--- config.mk ---
export PLATFORM = sky130hd
export DESIGN_NAME = ued_dma_term
export DESIGN_NICKNAME = d
export VERILOG_FILES = /design/src/hw/ued_pkg.sv /design/src/hw/ued_sync.sv /design/src/hw/ued_dma_term.sv
export SDC_FILE = /design/constraint.sdc
export NUM_CORES = 1
export LEC_CHECK = 0
export BUFFER_PORTS_ARGS = -buffer_cell sky130_fd_sc_hd__buf_2
export CAP_MARGIN = 30
export CELL_PAD_IN_SITES_DETAIL_PLACEMENT = 1
export CELL_PAD_IN_SITES_GLOBAL_PLACEMENT = 1
export CORE_AREA = 2 2 108 110
export CTS_BUF_LIST = sky130_fd_sc_hd__clkbuf_4 sky130_fd_sc_hd__clkbuf_8 sky130_fd_sc_hd__clkbuf_16
export CTS_CLUSTER_SIZE = 16
export DETAILED_ROUTE_END_ITERATION = 16
export DIE_AREA = 0 0 110 112
export PLACE_DENSITY = 0.82
export SYNTH_ARGS = -nofsm -noshare
export SYNTH_HDL_FRONTEND = slang
export SYNTH_SLANG_ARGS = --single-unit
--- constraint.sdc ---
create_clock -name i_clk -period 6.3 [get_ports i_clk]
set_input_delay 1.26 -clock i_clk [delete_from_list [all_inputs] [get_ports i_clk]]
set_output_delay 1.26 -clock i_clk [all_outputs]
set_load 0.01 [all_outputs]
--- src/hw/ued_pkg.sv ---
/*
 * Shared constants and types for the endpoint DMA handshake and
 * end-of-transfer block.
 * Assumes one 40 MHz device clock and pins synchronised inside the block.
 */
package ued_pkg;
    localparam int CNT_W = 16;
    localparam int EP_IDX_W = 4;
    localparam int EP_NUM = 16;
    localparam int DATA_W = 8;
    localparam int SYNC_W = DATA_W + 4;
    // bit positions inside the synchroniser word
    localparam int SY_ACK = 0;
    localparam int SY_EOT = 1;
    localparam int SY_WRN = 2;
    localparam int SY_RDN = 3;
    localparam int SY_DAT = 4;
    localparam logic [CNT_W-1:0] CNT_RST = 16'h0000;
    localparam logic [CNT_W-1:0] CNT_ONE = 16'h0001;
    localparam logic [DATA_W-1:0] DAT_RST = 8'h00;
    localparam logic [EP_IDX_W-1:0] IDX_RST = 4'h0;
    localparam logic [SYNC_W-1:0] SYNC_RST = 12'h00C;

    typedef enum logic [1:0] {ST_IDLE, ST_RUN, ST_DONE} ued_state_t;
endpackage

--- src/hw/ued_sync.sv ---
/*
 * Two-flop synchroniser for a group of pin inputs.
 * Assumes each bit is an independent level; multi-bit words must be held
 * stable by the far side while they are sampled.
 */
`timescale 1ns/1ps
module ued_sync #(
    parameter int WIDTH = ued_pkg::SYNC_W,
    parameter logic [WIDTH-1:0] RST_VAL = ued_pkg::SYNC_RST
) (
    input wire logic i_clk,
    input wire logic i_rstn,
    input wire logic i_ce,
    input wire logic [WIDTH-1:0] i_d,
    output logic [WIDTH-1:0] o_q
);
    import ued_pkg::*;

    genvar g;
    // one stage pair per bit; first stage feeds only the second
    generate
        for (g = 0; g < WIDTH; g++)
        begin : g_bit
            logic meta_r;
            always_ff @(posedge i_clk or negedge i_rstn)
            begin
                if (!i_rstn)
                begin
                    meta_r <= RST_VAL[g];
                    o_q[g] <= RST_VAL[g];
                end
                else if (i_ce)
                begin
                    meta_r <= i_d[g];
                    o_q[g] <= meta_r;
                end
            end
        end
    endgenerate
endmodule

--- src/hw/ued_dma_term.sv ---
/*
 * DMA request/acknowledge handshake and end-of-transfer logic for the
 * endpoint FIFOs of a full-speed USB peripheral.
 * Assumes a fly-by DMA controller on the pins and endpoint FIFOs on the
 * same clock that accept single-cycle read, write, flush and validate pulses.
 */
`timescale 1ns/1ps
module ued_dma_term (
    input wire logic i_clk,
    input wire logic i_rstn,
    input wire logic i_ce,
    input wire logic i_dma_enable,
    input wire logic i_ack_only_mode_sel,
    input wire logic i_counter_end_enable,
    input wire logic i_short_packet_end_enable,
    input wire logic [ued_pkg::EP_IDX_W-1:0] i_dma_endpoint_index,
    input wire logic [ued_pkg::CNT_W-1:0] i_byte_count,
    input wire logic i_req_pol,
    input wire logic i_ack_pol,
    input wire logic i_eot_pol,
    input wire logic [ued_pkg::EP_NUM-1:0] i_endpoint_direction,
    input wire logic [ued_pkg::EP_NUM-1:0] i_ep_isochronous,
    input wire logic [ued_pkg::EP_NUM-1:0] i_ep_ready,
    input wire logic i_short_packet,
    input wire logic i_eop,
    input wire logic i_buf_last_byte,
    input wire logic [ued_pkg::DATA_W-1:0] i_fifo_rdata,
    input wire logic i_transfer_acknowledge,
    input wire logic i_end_of_transfer_in,
    input wire logic i_rd_n,
    input wire logic i_wr_n,
    input wire logic [ued_pkg::DATA_W-1:0] i_dbus,
    output logic o_transfer_request,
    output logic [ued_pkg::DATA_W-1:0] o_dbus,
    output logic o_dbus_oe,
    output logic o_fifo_rd,
    output logic o_fifo_wr,
    output logic [ued_pkg::DATA_W-1:0] o_fifo_wdata,
    output logic o_fifo_flush,
    output logic o_pkt_validate,
    output logic o_eot_irq,
    output logic o_dma_active,
    output logic o_transfer_dir,
    output logic [ued_pkg::EP_IDX_W-1:0] o_ack_ep_sel,
    output logic [ued_pkg::CNT_W-1:0] o_count_left
);
    import ued_pkg::*;

    logic [SYNC_W-1:0] sync_q;
    ued_state_t state_r;
    ued_state_t state_nxt;
    logic [CNT_W-1:0] cnt_r;
    logic [EP_IDX_W-1:0] idx_r;
    logic dir_in_r;
    logic iso_r;
    logic strobe_prev_r;
    logic eot_prev_r;
    logic short_pend_r;
    logic ack_act;
    logic eot_act;
    logic strobe;
    logic strobe_end;
    logic byte_done;
    logic last_byte;
    logic ext_end;
    logic cnt_end;
    logic short_end;
    logic eop_end;
    logic dis_end;
    logic any_end;

    // every pin goes through two flops before anything looks at it
    ued_sync #(
        .WIDTH(SYNC_W),
        .RST_VAL(SYNC_RST)
    ) u_sync (
        .i_clk(i_clk),
        .i_rstn(i_rstn),
        .i_ce(i_ce),
        .i_d({i_dbus, i_rd_n, i_wr_n, i_end_of_transfer_in, i_transfer_acknowledge}),
        .o_q(sync_q)
    );

    // pin levels folded through their programmed polarity
    assign ack_act = ~(sync_q[SY_ACK] ^ i_ack_pol);
    assign eot_act = ~(sync_q[SY_EOT] ^ i_eot_pol);

    // acknowledge alone strobes in ack-only mode; otherwise it needs rd or wr
    always_comb
    begin
        if (i_ack_only_mode_sel)
            strobe = ack_act;
        else if (dir_in_r)
            strobe = ack_act & ~sync_q[SY_WRN];
        else
            strobe = ack_act & ~sync_q[SY_RDN];
    end

    // a byte counts when the strobe closes, so data has settled on the bus
    assign strobe_end = strobe_prev_r & ~strobe;
    assign byte_done = (state_r == ST_RUN) & strobe_end;
    assign last_byte = byte_done & (cnt_r == CNT_ONE);

    // end sources, only meaningful while running
    assign ext_end = (state_r == ST_RUN) & eot_act & ~eot_prev_r;
    assign cnt_end = i_counter_end_enable & last_byte;
    always_comb
    begin
        short_end = 1'b0;
        if (i_short_packet_end_enable && !iso_r && state_r == ST_RUN)
        begin
            if (dir_in_r)
                short_end = last_byte & ~i_buf_last_byte;
            else
                short_end = short_pend_r & ~i_ep_ready[idx_r];
        end
    end
    assign eop_end = (state_r == ST_RUN) & iso_r & i_eop;
    assign dis_end = (state_r == ST_RUN) & ~i_dma_enable;
    assign any_end = ext_end | cnt_end | short_end | eop_end;

    // transfer state: idle, running, or ended awaiting a fresh enable
    always_comb
    begin
        state_nxt = state_r;
        unique case (state_r)
            ST_IDLE:
            begin
                if (i_dma_enable)
                    state_nxt = ST_RUN;
            end
            ST_RUN:
            begin
                if (dis_end)
                    state_nxt = ST_IDLE;
                else if (any_end)
                    state_nxt = ST_DONE;
            end
            ST_DONE:
            begin
                if (!i_dma_enable)
                    state_nxt = ST_IDLE;
            end
        endcase
    end

    always_ff @(posedge i_clk or negedge i_rstn)
    begin
        if (!i_rstn)
            state_r <= ST_IDLE;
        else if (i_ce)
            state_r <= state_nxt;
    end

    // endpoint choice is frozen at enable; one index means one endpoint
    always_ff @(posedge i_clk or negedge i_rstn)
    begin
        if (!i_rstn)
        begin
            idx_r <= IDX_RST;
            dir_in_r <= 1'b0;
            iso_r <= 1'b0;
        end
        else if (i_ce && state_r == ST_IDLE && i_dma_enable)
        begin
            idx_r <= i_dma_endpoint_index;
            dir_in_r <= i_endpoint_direction[i_dma_endpoint_index];
            iso_r <= i_ep_isochronous[i_dma_endpoint_index];
        end
    end

    // byte counter loads on enable and counts down per strobe
    always_ff @(posedge i_clk or negedge i_rstn)
    begin
        if (!i_rstn)
            cnt_r <= CNT_RST;
        else if (i_ce)
        begin
            if (state_r == ST_IDLE && i_dma_enable)
                cnt_r <= i_byte_count;
            else if (byte_done && cnt_r != CNT_RST)
                cnt_r <= cnt_r - CNT_ONE;
        end
    end

    // edge history for strobe and end pin
    always_ff @(posedge i_clk or negedge i_rstn)
    begin
        if (!i_rstn)
        begin
            strobe_prev_r <= 1'b0;
            eot_prev_r <= 1'b0;
        end
        else if (i_ce)
        begin
            strobe_prev_r <= strobe;
            eot_prev_r <= eot_act;
        end
    end

    // short packet seen on OUT; a new arrival wins over the clear at load
    always_ff @(posedge i_clk or negedge i_rstn)
    begin
        if (!i_rstn)
            short_pend_r <= 1'b0;
        else if (i_ce)
        begin
            if (i_short_packet)
                short_pend_r <= 1'b1;
            else if (state_r == ST_IDLE)
                short_pend_r <= 1'b0;
        end
    end

    // request pin; dropped during a strobe so each byte is asked for anew
    always_ff @(posedge i_clk or negedge i_rstn)
    begin
        if (!i_rstn)
            o_transfer_request <= 1'b0;
        else if (i_ce)
            o_transfer_request <= i_req_pol ~^
                ((state_r == ST_RUN) & i_ep_ready[idx_r] & ~strobe & ~any_end & i_dma_enable);
    end

    // data bus drive for OUT reads; IN writes capture the bus on every cycle the strobe is active
    always_ff @(posedge i_clk or negedge i_rstn)
    begin
        if (!i_rstn)
        begin
            o_dbus <= DAT_RST;
            o_dbus_oe <= 1'b0;
            o_fifo_wdata <= DAT_RST;
        end
        else if (i_ce)
        begin
            o_dbus <= i_fifo_rdata;
            o_dbus_oe <= (state_r == ST_RUN) & strobe & ~dir_in_r;
            if (strobe)
                o_fifo_wdata <= sync_q[SY_DAT +: DATA_W];
        end
    end

    // FIFO strobes, flush and validate pulses
    always_ff @(posedge i_clk or negedge i_rstn)
    begin
        if (!i_rstn)
        begin
            o_fifo_rd <= 1'b0;
            o_fifo_wr <= 1'b0;
            o_fifo_flush <= 1'b0;
            o_pkt_validate <= 1'b0;
        end
        else if (i_ce)
        begin
            o_fifo_rd <= byte_done & ~dir_in_r;
            o_fifo_wr <= byte_done & dir_in_r;
            // flush acts on the active buffer only; the other half is left
            o_fifo_flush <= ext_end & ~dis_end & ~dir_in_r;
            o_pkt_validate <= any_end & ~dis_end & dir_in_r;
        end
    end

    // status outputs; disable-caused stops stay silent
    always_ff @(posedge i_clk or negedge i_rstn)
    begin
        if (!i_rstn)
        begin
            o_eot_irq <= 1'b0;
            o_dma_active <= 1'b0;
            o_transfer_dir <= 1'b0;
            o_ack_ep_sel <= IDX_RST;
            o_count_left <= CNT_RST;
        end
        else if (i_ce)
        begin
            o_eot_irq <= any_end & ~dis_end;
            o_dma_active <= (state_nxt == ST_RUN);
            o_transfer_dir <= dir_in_r;
            if (ack_act)
                o_ack_ep_sel <= idx_r;
            o_count_left <= cnt_r;
        end
    end
endmodule

Yosys cells after proc, flatten, opt, wreduce, memory -nomap -nowiden
Index checks and enable logic that the tools add are counted.

storage, ports and cells
  register bits = 96
  output and inout port bits = 45
  word-level logic and storage cells = 129

operators by class
  $add $sub $neg = 1
  magnitude comparators = 2
  equal/unequal tests = 4
  muxes and demuxes = 19
  bitwise gates (word level) = 43
  reductions and logical operators = 15

operators with widths
  operator                                              count
  2-to-1 mux 16 bit                                     2
  AND 1 bit                                             25
  equality test 16 x 1 -> 1 bit, second input constant  1
  nonzero test 16 bit                                   1
  subtractor 16 x 1 -> 16 bit, second input constant    1
  binary-select mux 1 bit (select 4 bit)                3
  NOT 1 bit                                             12
  < comparator 4 x 5 -> 1 bit, second input constant    2
  2-to-1 mux 1 bit                                      9
  2-to-1 mux 2 bit                                      4
  AND reduction 2 bit                                   4
  logical AND 1 bit                                     6
  one-hot mux 2 bit (3 select lines)                    1
  equality test 2 x 1 -> 1 bit, second input constant   2
  nonzero test 2 bit                                    2
  bitwise OR 1 bit                                      3
  equality test 2 bit, second input constant            1
  zero test 2 bit                                       1
  XOR 1 bit                                             2
  zero test 1 bit                                       1
  bitwise XNOR 1 bit                                    1

Depth between registers and ports, before layout
  depth in word-level cells = 18
  mapped depth = 10

Modules after synthesis
From an unflattened synthesis, not the netlist that was laid out.

unflattened totals
  cell total of the unflattened synthesis = 402
  area, all modules = 4,993.5 µm²

by module, submodules not included
  module        instances  cells an instance  area each (µm²)  sequential area each (µm²)
  ued_dma_term  1          351                3,991.3          1,801.7
  ued_sync      1          51                 1,002.2          605.6

Worst setup path after synthesis
Ideal clock, no wire load.

  path type = input port to flip-flop
  start = in i_dma_endpoint_index[0] (netlist bit)
  end = reg dir_in_r
  setup time = 0.125 ns
  arrival time = 2.958 ns
  path slack = 3.217 ns
  stages on the path = 4
  path buffers = 1
  cells stage by stage = clkbuf_1 > mux4_2 > mux4_2 > mux2_2

between the ends
  word-level cells in the longest chain between the ends = 2

ends and longest elaborated chain
  element                                 RTL line             source
  from (decl)                             ued_dma_term.sv:16   input wire logic [ued_pkg::EP_IDX_W-1:0] i_dma_endpoint_index,
  binary-select mux 1 bit (select 4 bit)  ued_dma_term.sv:167  dir_in_r <= i_endpoint_direction[i_dma_endpoint_index];
  2-to-1 mux 1 bit (not written as such)  ued_dma_term.sv:167
  to (signal assigned)                    ued_dma_term.sv:167
  to (decl)                               ued_dma_term.sv:54   logic dir_in_r;

Every way passes these cells. The select of a mux whose other input is x is not followed.
A chain may end at the register's enable or synchronous reset.

Final worst setup path
  start = in i_ack_pol
  end = reg o_transfer_request

between the ends
  word-level cells in the longest chain between the ends = 18
  elaborated cells on any way between the ends = 22
  classes of those cells = mux: 4; bitwise: 18

ends and longest elaborated chain
  element                              RTL line                                  source
  from (decl)                          ued_dma_term.sv:19                        input wire logic i_ack_pol,
  XOR 1 bit (*)                        ued_dma_term.sv:85                        assign ack_act = ~(sync_q[SY_ACK] ^ i_ack_pol);
  NOT 1 bit (no line) (*)              n/a
  AND 1 bit, on equally long branches  ued_dma_term.sv:96, ued_dma_term.sv:94
  2-to-1 mux 1 bit                     ued_dma_term.sv:93                        else if (dir_in_r)
  2-to-1 mux 1 bit (*)                 ued_dma_term.sv:91                        if (i_ack_only_mode_sel)
  NOT 1 bit (*)                        ued_dma_term.sv:100, ued_dma_term.sv:222
  AND 1 bit                            ued_dma_term.sv:100                       assign strobe_end = strobe_prev_r & ~strobe;
  AND 1 bit                            ued_dma_term.sv:101                       assign byte_done = (state_r == ST_RUN) & strobe_end;
  AND 1 bit                            ued_dma_term.sv:102                       assign last_byte = byte_done & (cnt_r == CNT_ONE);
  AND 1 bit                            ued_dma_term.sv:113                       short_end = last_byte & ~i_buf_last_byte;
  2-to-1 mux 1 bit                     ued_dma_term.sv:112                       if (dir_in_r)
  2-to-1 mux 1 bit                     ued_dma_term.sv:110                       if (i_short_packet_end_enable && !iso_r && state_r == ST_RUN)
  bitwise OR 1 bit (2 in series)       ued_dma_term.sv:120                       assign any_end = ext_end | cnt_end | short_end | eop_end;
  NOT 1 bit                            ued_dma_term.sv:222                       ((state_r == ST_RUN) & i_ep_ready[idx_r] & ~strobe & ~any_end & i_dma_enable);
  AND 1 bit (*) (2 in series)          ued_dma_term.sv:222
  bitwise XNOR 1 bit (*)               ued_dma_term.sv:221                       o_transfer_request <= i_req_pol ~^
  to (signal assigned)                 ued_dma_term.sv:221
  to (decl)                            ued_dma_term.sv:33                        output logic o_transfer_request,

Every way passes the cells marked *; elsewhere a longest branch is shown, timed or not.

==> impl_results.md <==
* Core Area at 0.0112 mm2
* Final ANT Viol Nets at 0
* Max-slew headroom at 47.4%
* Hold slack at 0.484 ns
* Sink Count at 96
* Simple logic cell fraction of the synthesized area at 9.76%
* Routed WL at 12.2 mm
* Synth Cell Area at 0.00472 mm2
* Largest family of logic cells by synthesized area: multiplexers
* Synthesized instance count at 395
* Final setup TNS at 0 ns
* Pwr per Cell Area at 406 mW/mm2
* Placed cell count at 663
* Least-Margin Pin Slew at 0.788 ns
* Final setup violation count at 0
* Ys async rst share at 100%
* #FFs+latches synth at 96
* Setup bufs post-CTS at 0
* Starting density of the core at 42.2%
* Remaining Overflow, GRT at 0
* Synth-to-Final Area Change at 23.6%
* Syn_nets at 502
* Yosys warning count at 0
* First-pass GRT wire length at 19.8 mm
* RSZ-0062 raised after global routing: false
* Max Clock Skew at 0.00680 ns
* Max Cap Viol at 0
* Final period util at 42.6%
* Gr usage total at 20.9%
* Min-Delay Path Class: flip-flop to flip-flop
* Post-Place Setup Slack at 3.23 ns
* Dpl cell area at 0.00555 mm2
* Multiplexer share of the synthesized area at 23.0%
* Netlist cell types at 54
* CTS resizes at 0
* Initial DRC count at 128
* Fin. Hold Viols at 0
* CP endpoint kind: flip-flop
* GP Congestion at 0.820
* Final WS setup at 3.62 ns
* Root Buffer: clkbuf_16
* Crit path max fanout at 5
* Cell Count, Final, Fillers Out at 679
* Fin util at 52.2%
* # DRC at 0
* CP Class: input port to flip-flop
* Largest net degree at the start of global routing at 65
* Wirelength per Cell at 17.9 um
* Post-synth EDFFs at 0
* Total power at 2.36 mW
* I/O pin count at 146
* Antenna violations before repair at 0
* CTS buffer count at 9
* DR pass1 iterations at 4
* Main flop type after synthesis: dfrtp_1
* Post-Synth Adder-Cell Area at 1.59%
* Synth Area in Compound Gates at 10.9%
* Vias per inst at 5.49
* Die area at 0.0123 mm2
* FP Rows at 39
* Max-slew violations at 0
* Leak pwr at 2.67 nW
* Fillers at 1,233
* Share of layout cells above drive strength 1 at 47.6%
* Antenna diodes at 0
* Register area share after synthesis at 51.0%
* Post-synthesis xor/xnor area fraction at 0.371%
* CTS tree: done
* # port buffers at 145
* Startpoint types: input port
* Worst skew pair latency at 0.35 ns
* Die width at 110 um
* Shortest period the worst path allows at 2.68 ns
* Worst Path Arrival at 2.91 ns
* # hold bufs at CTS at 0
* DR vias at 3,726
* Die height at 112 um
* Nets at 638
* Crit path required time at 6.53 ns
* Fin area at 0.00583 mm2
* Longest Clk Path Bufs at 2
* Final HPWL DP at 9.12 mm
* F_max at 372 MHz
* Syn Area/Cell at 11.9 um2
* Vias in the first global route at 4,006
* Max VDD drop at 0.000164 V
* Clk pin slew, worst setup/hold paths at 0.07 ns
* H-Tree Depth at 3
* Status: finished, final reports clean
-- layout by cell type (no fill, tap or decap), drive strengths merged, types with 4 or more instances in the layout --
cell type	count
mux2i	7
inv	17
ha	6
dfrtp	92
mux4	11
clkbuf	11
nor2b	4
nand2	18
mux2	68
dfstp	4
buf	149
o21ai	37
a21oi	16
nor2	23
a22oi	7
nor4	10
nor3	8
-- per-layer routing --
layer,part of all wire (%),track usage (%)
met1,41,25.2
met2,52,36.3
met3,5.4,3.81
met5,0,0
met4,2.1,8.27
-- power by group --
group	total (mW)	switching (mW)	internal, mW
logic	0.812	0.418	0.394
registers	1.03	0.205	0.825
clock network	0.523	0.244	0.279
-- worst max-delay path, cell delays in order --
cell     delay (ns)
buf_2          0.10
xor2_1         0.26
a32oi_1        0.23
nor4b_1        0.60
nor4_4         0.09
a41oi_1        0.28
o31ai_2        0.09
-- cell families (layout without fill, tap and decap cells) --
logic type / Yosys count / count (layout)
AO/OA/AOI/OAI: 84 / 84
AND/OR/NAND/NOR: 82 / 82
XOR/XNOR: 2 / 2
multiplexers: 86 / 86
adder cells (fa/ha/maj): 6 / 6
flip-flops: 96 / 96
buffers and inverters: 39 / 180
-- flip-flops by register name, summed over array words and instances, names as in the netlist, 2 cells and up --
name	count
o_ack_ep_sel	4
o_fifo_wdata	8
idx_r	4
o_dbus	8
o_count_left	16
u_sync.o_q	12
cnt_r	16
state_r	2
u_sync.g_bit.meta_r	12
-- worst paths after layout --
path | startpoint | endpoint | slack, ns | cells after the start
hold / removal | eot_prev_r | eot_prev_r | 0.48 | 2
hold reg to reg | eot_prev_r | eot_prev_r | 0.48 | 2
setup / recovery | i_ack_pol | o_transfer_request | 3.62 | 7
setup reg to reg | cnt_r[0] | cnt_r[14] | 3.78 | 8
max in group asynchronous | i_rstn | o_fifo_wdata[2] | 4.32 | 2
min in group asynchronous | i_rstn | o_count_left[1] | 0.89 | 1
-- synthesized netlist by cell type, types with 3 or more instances --
library cell / count / area [um2]
clkbuf_1: 16 / 60.1
o21ai_0: 36 / 180
mux2i_1: 7 / 70.1
dfstp_2: 4 / 105
nor2b_1: 4 / 25.0
nor2_1: 23 / 86.3
a31oi_1: 3 / 18.8
buf_2: 4 / 20.0
a21oi_1: 16 / 80.1
a22oi_1: 7 / 52.6
buf_1: 3 / 11.3
mux2_2: 68 / 766
nand2_1: 18 / 67.6
dfrtp_1: 92 / 2300
inv_1: 15 / 56.3
nor3_1: 8 / 40.0
mux4_2: 11 / 248
nor4_1: 8 / 50.1
ha_1: 6 / 75.1
-- final cells by class --
cell class | instances | area, um2 | area share [%]
Inverter | 15 | 56.3 | 0.965
Clock buffer | 11 | 240 | 4.12
Sequential cell | 96 | 2410 | 41.3
Timing Repair Buffer | 149 | 758 | 13.0
Multi-Input combinational cell | 260 | 2150 | 36.9
Clock inverter | 5 | 40.0 | 0.687
Tap cell | 143 | 179 | 3.07
No activity file was read; power rests on OpenSTA's default activity.
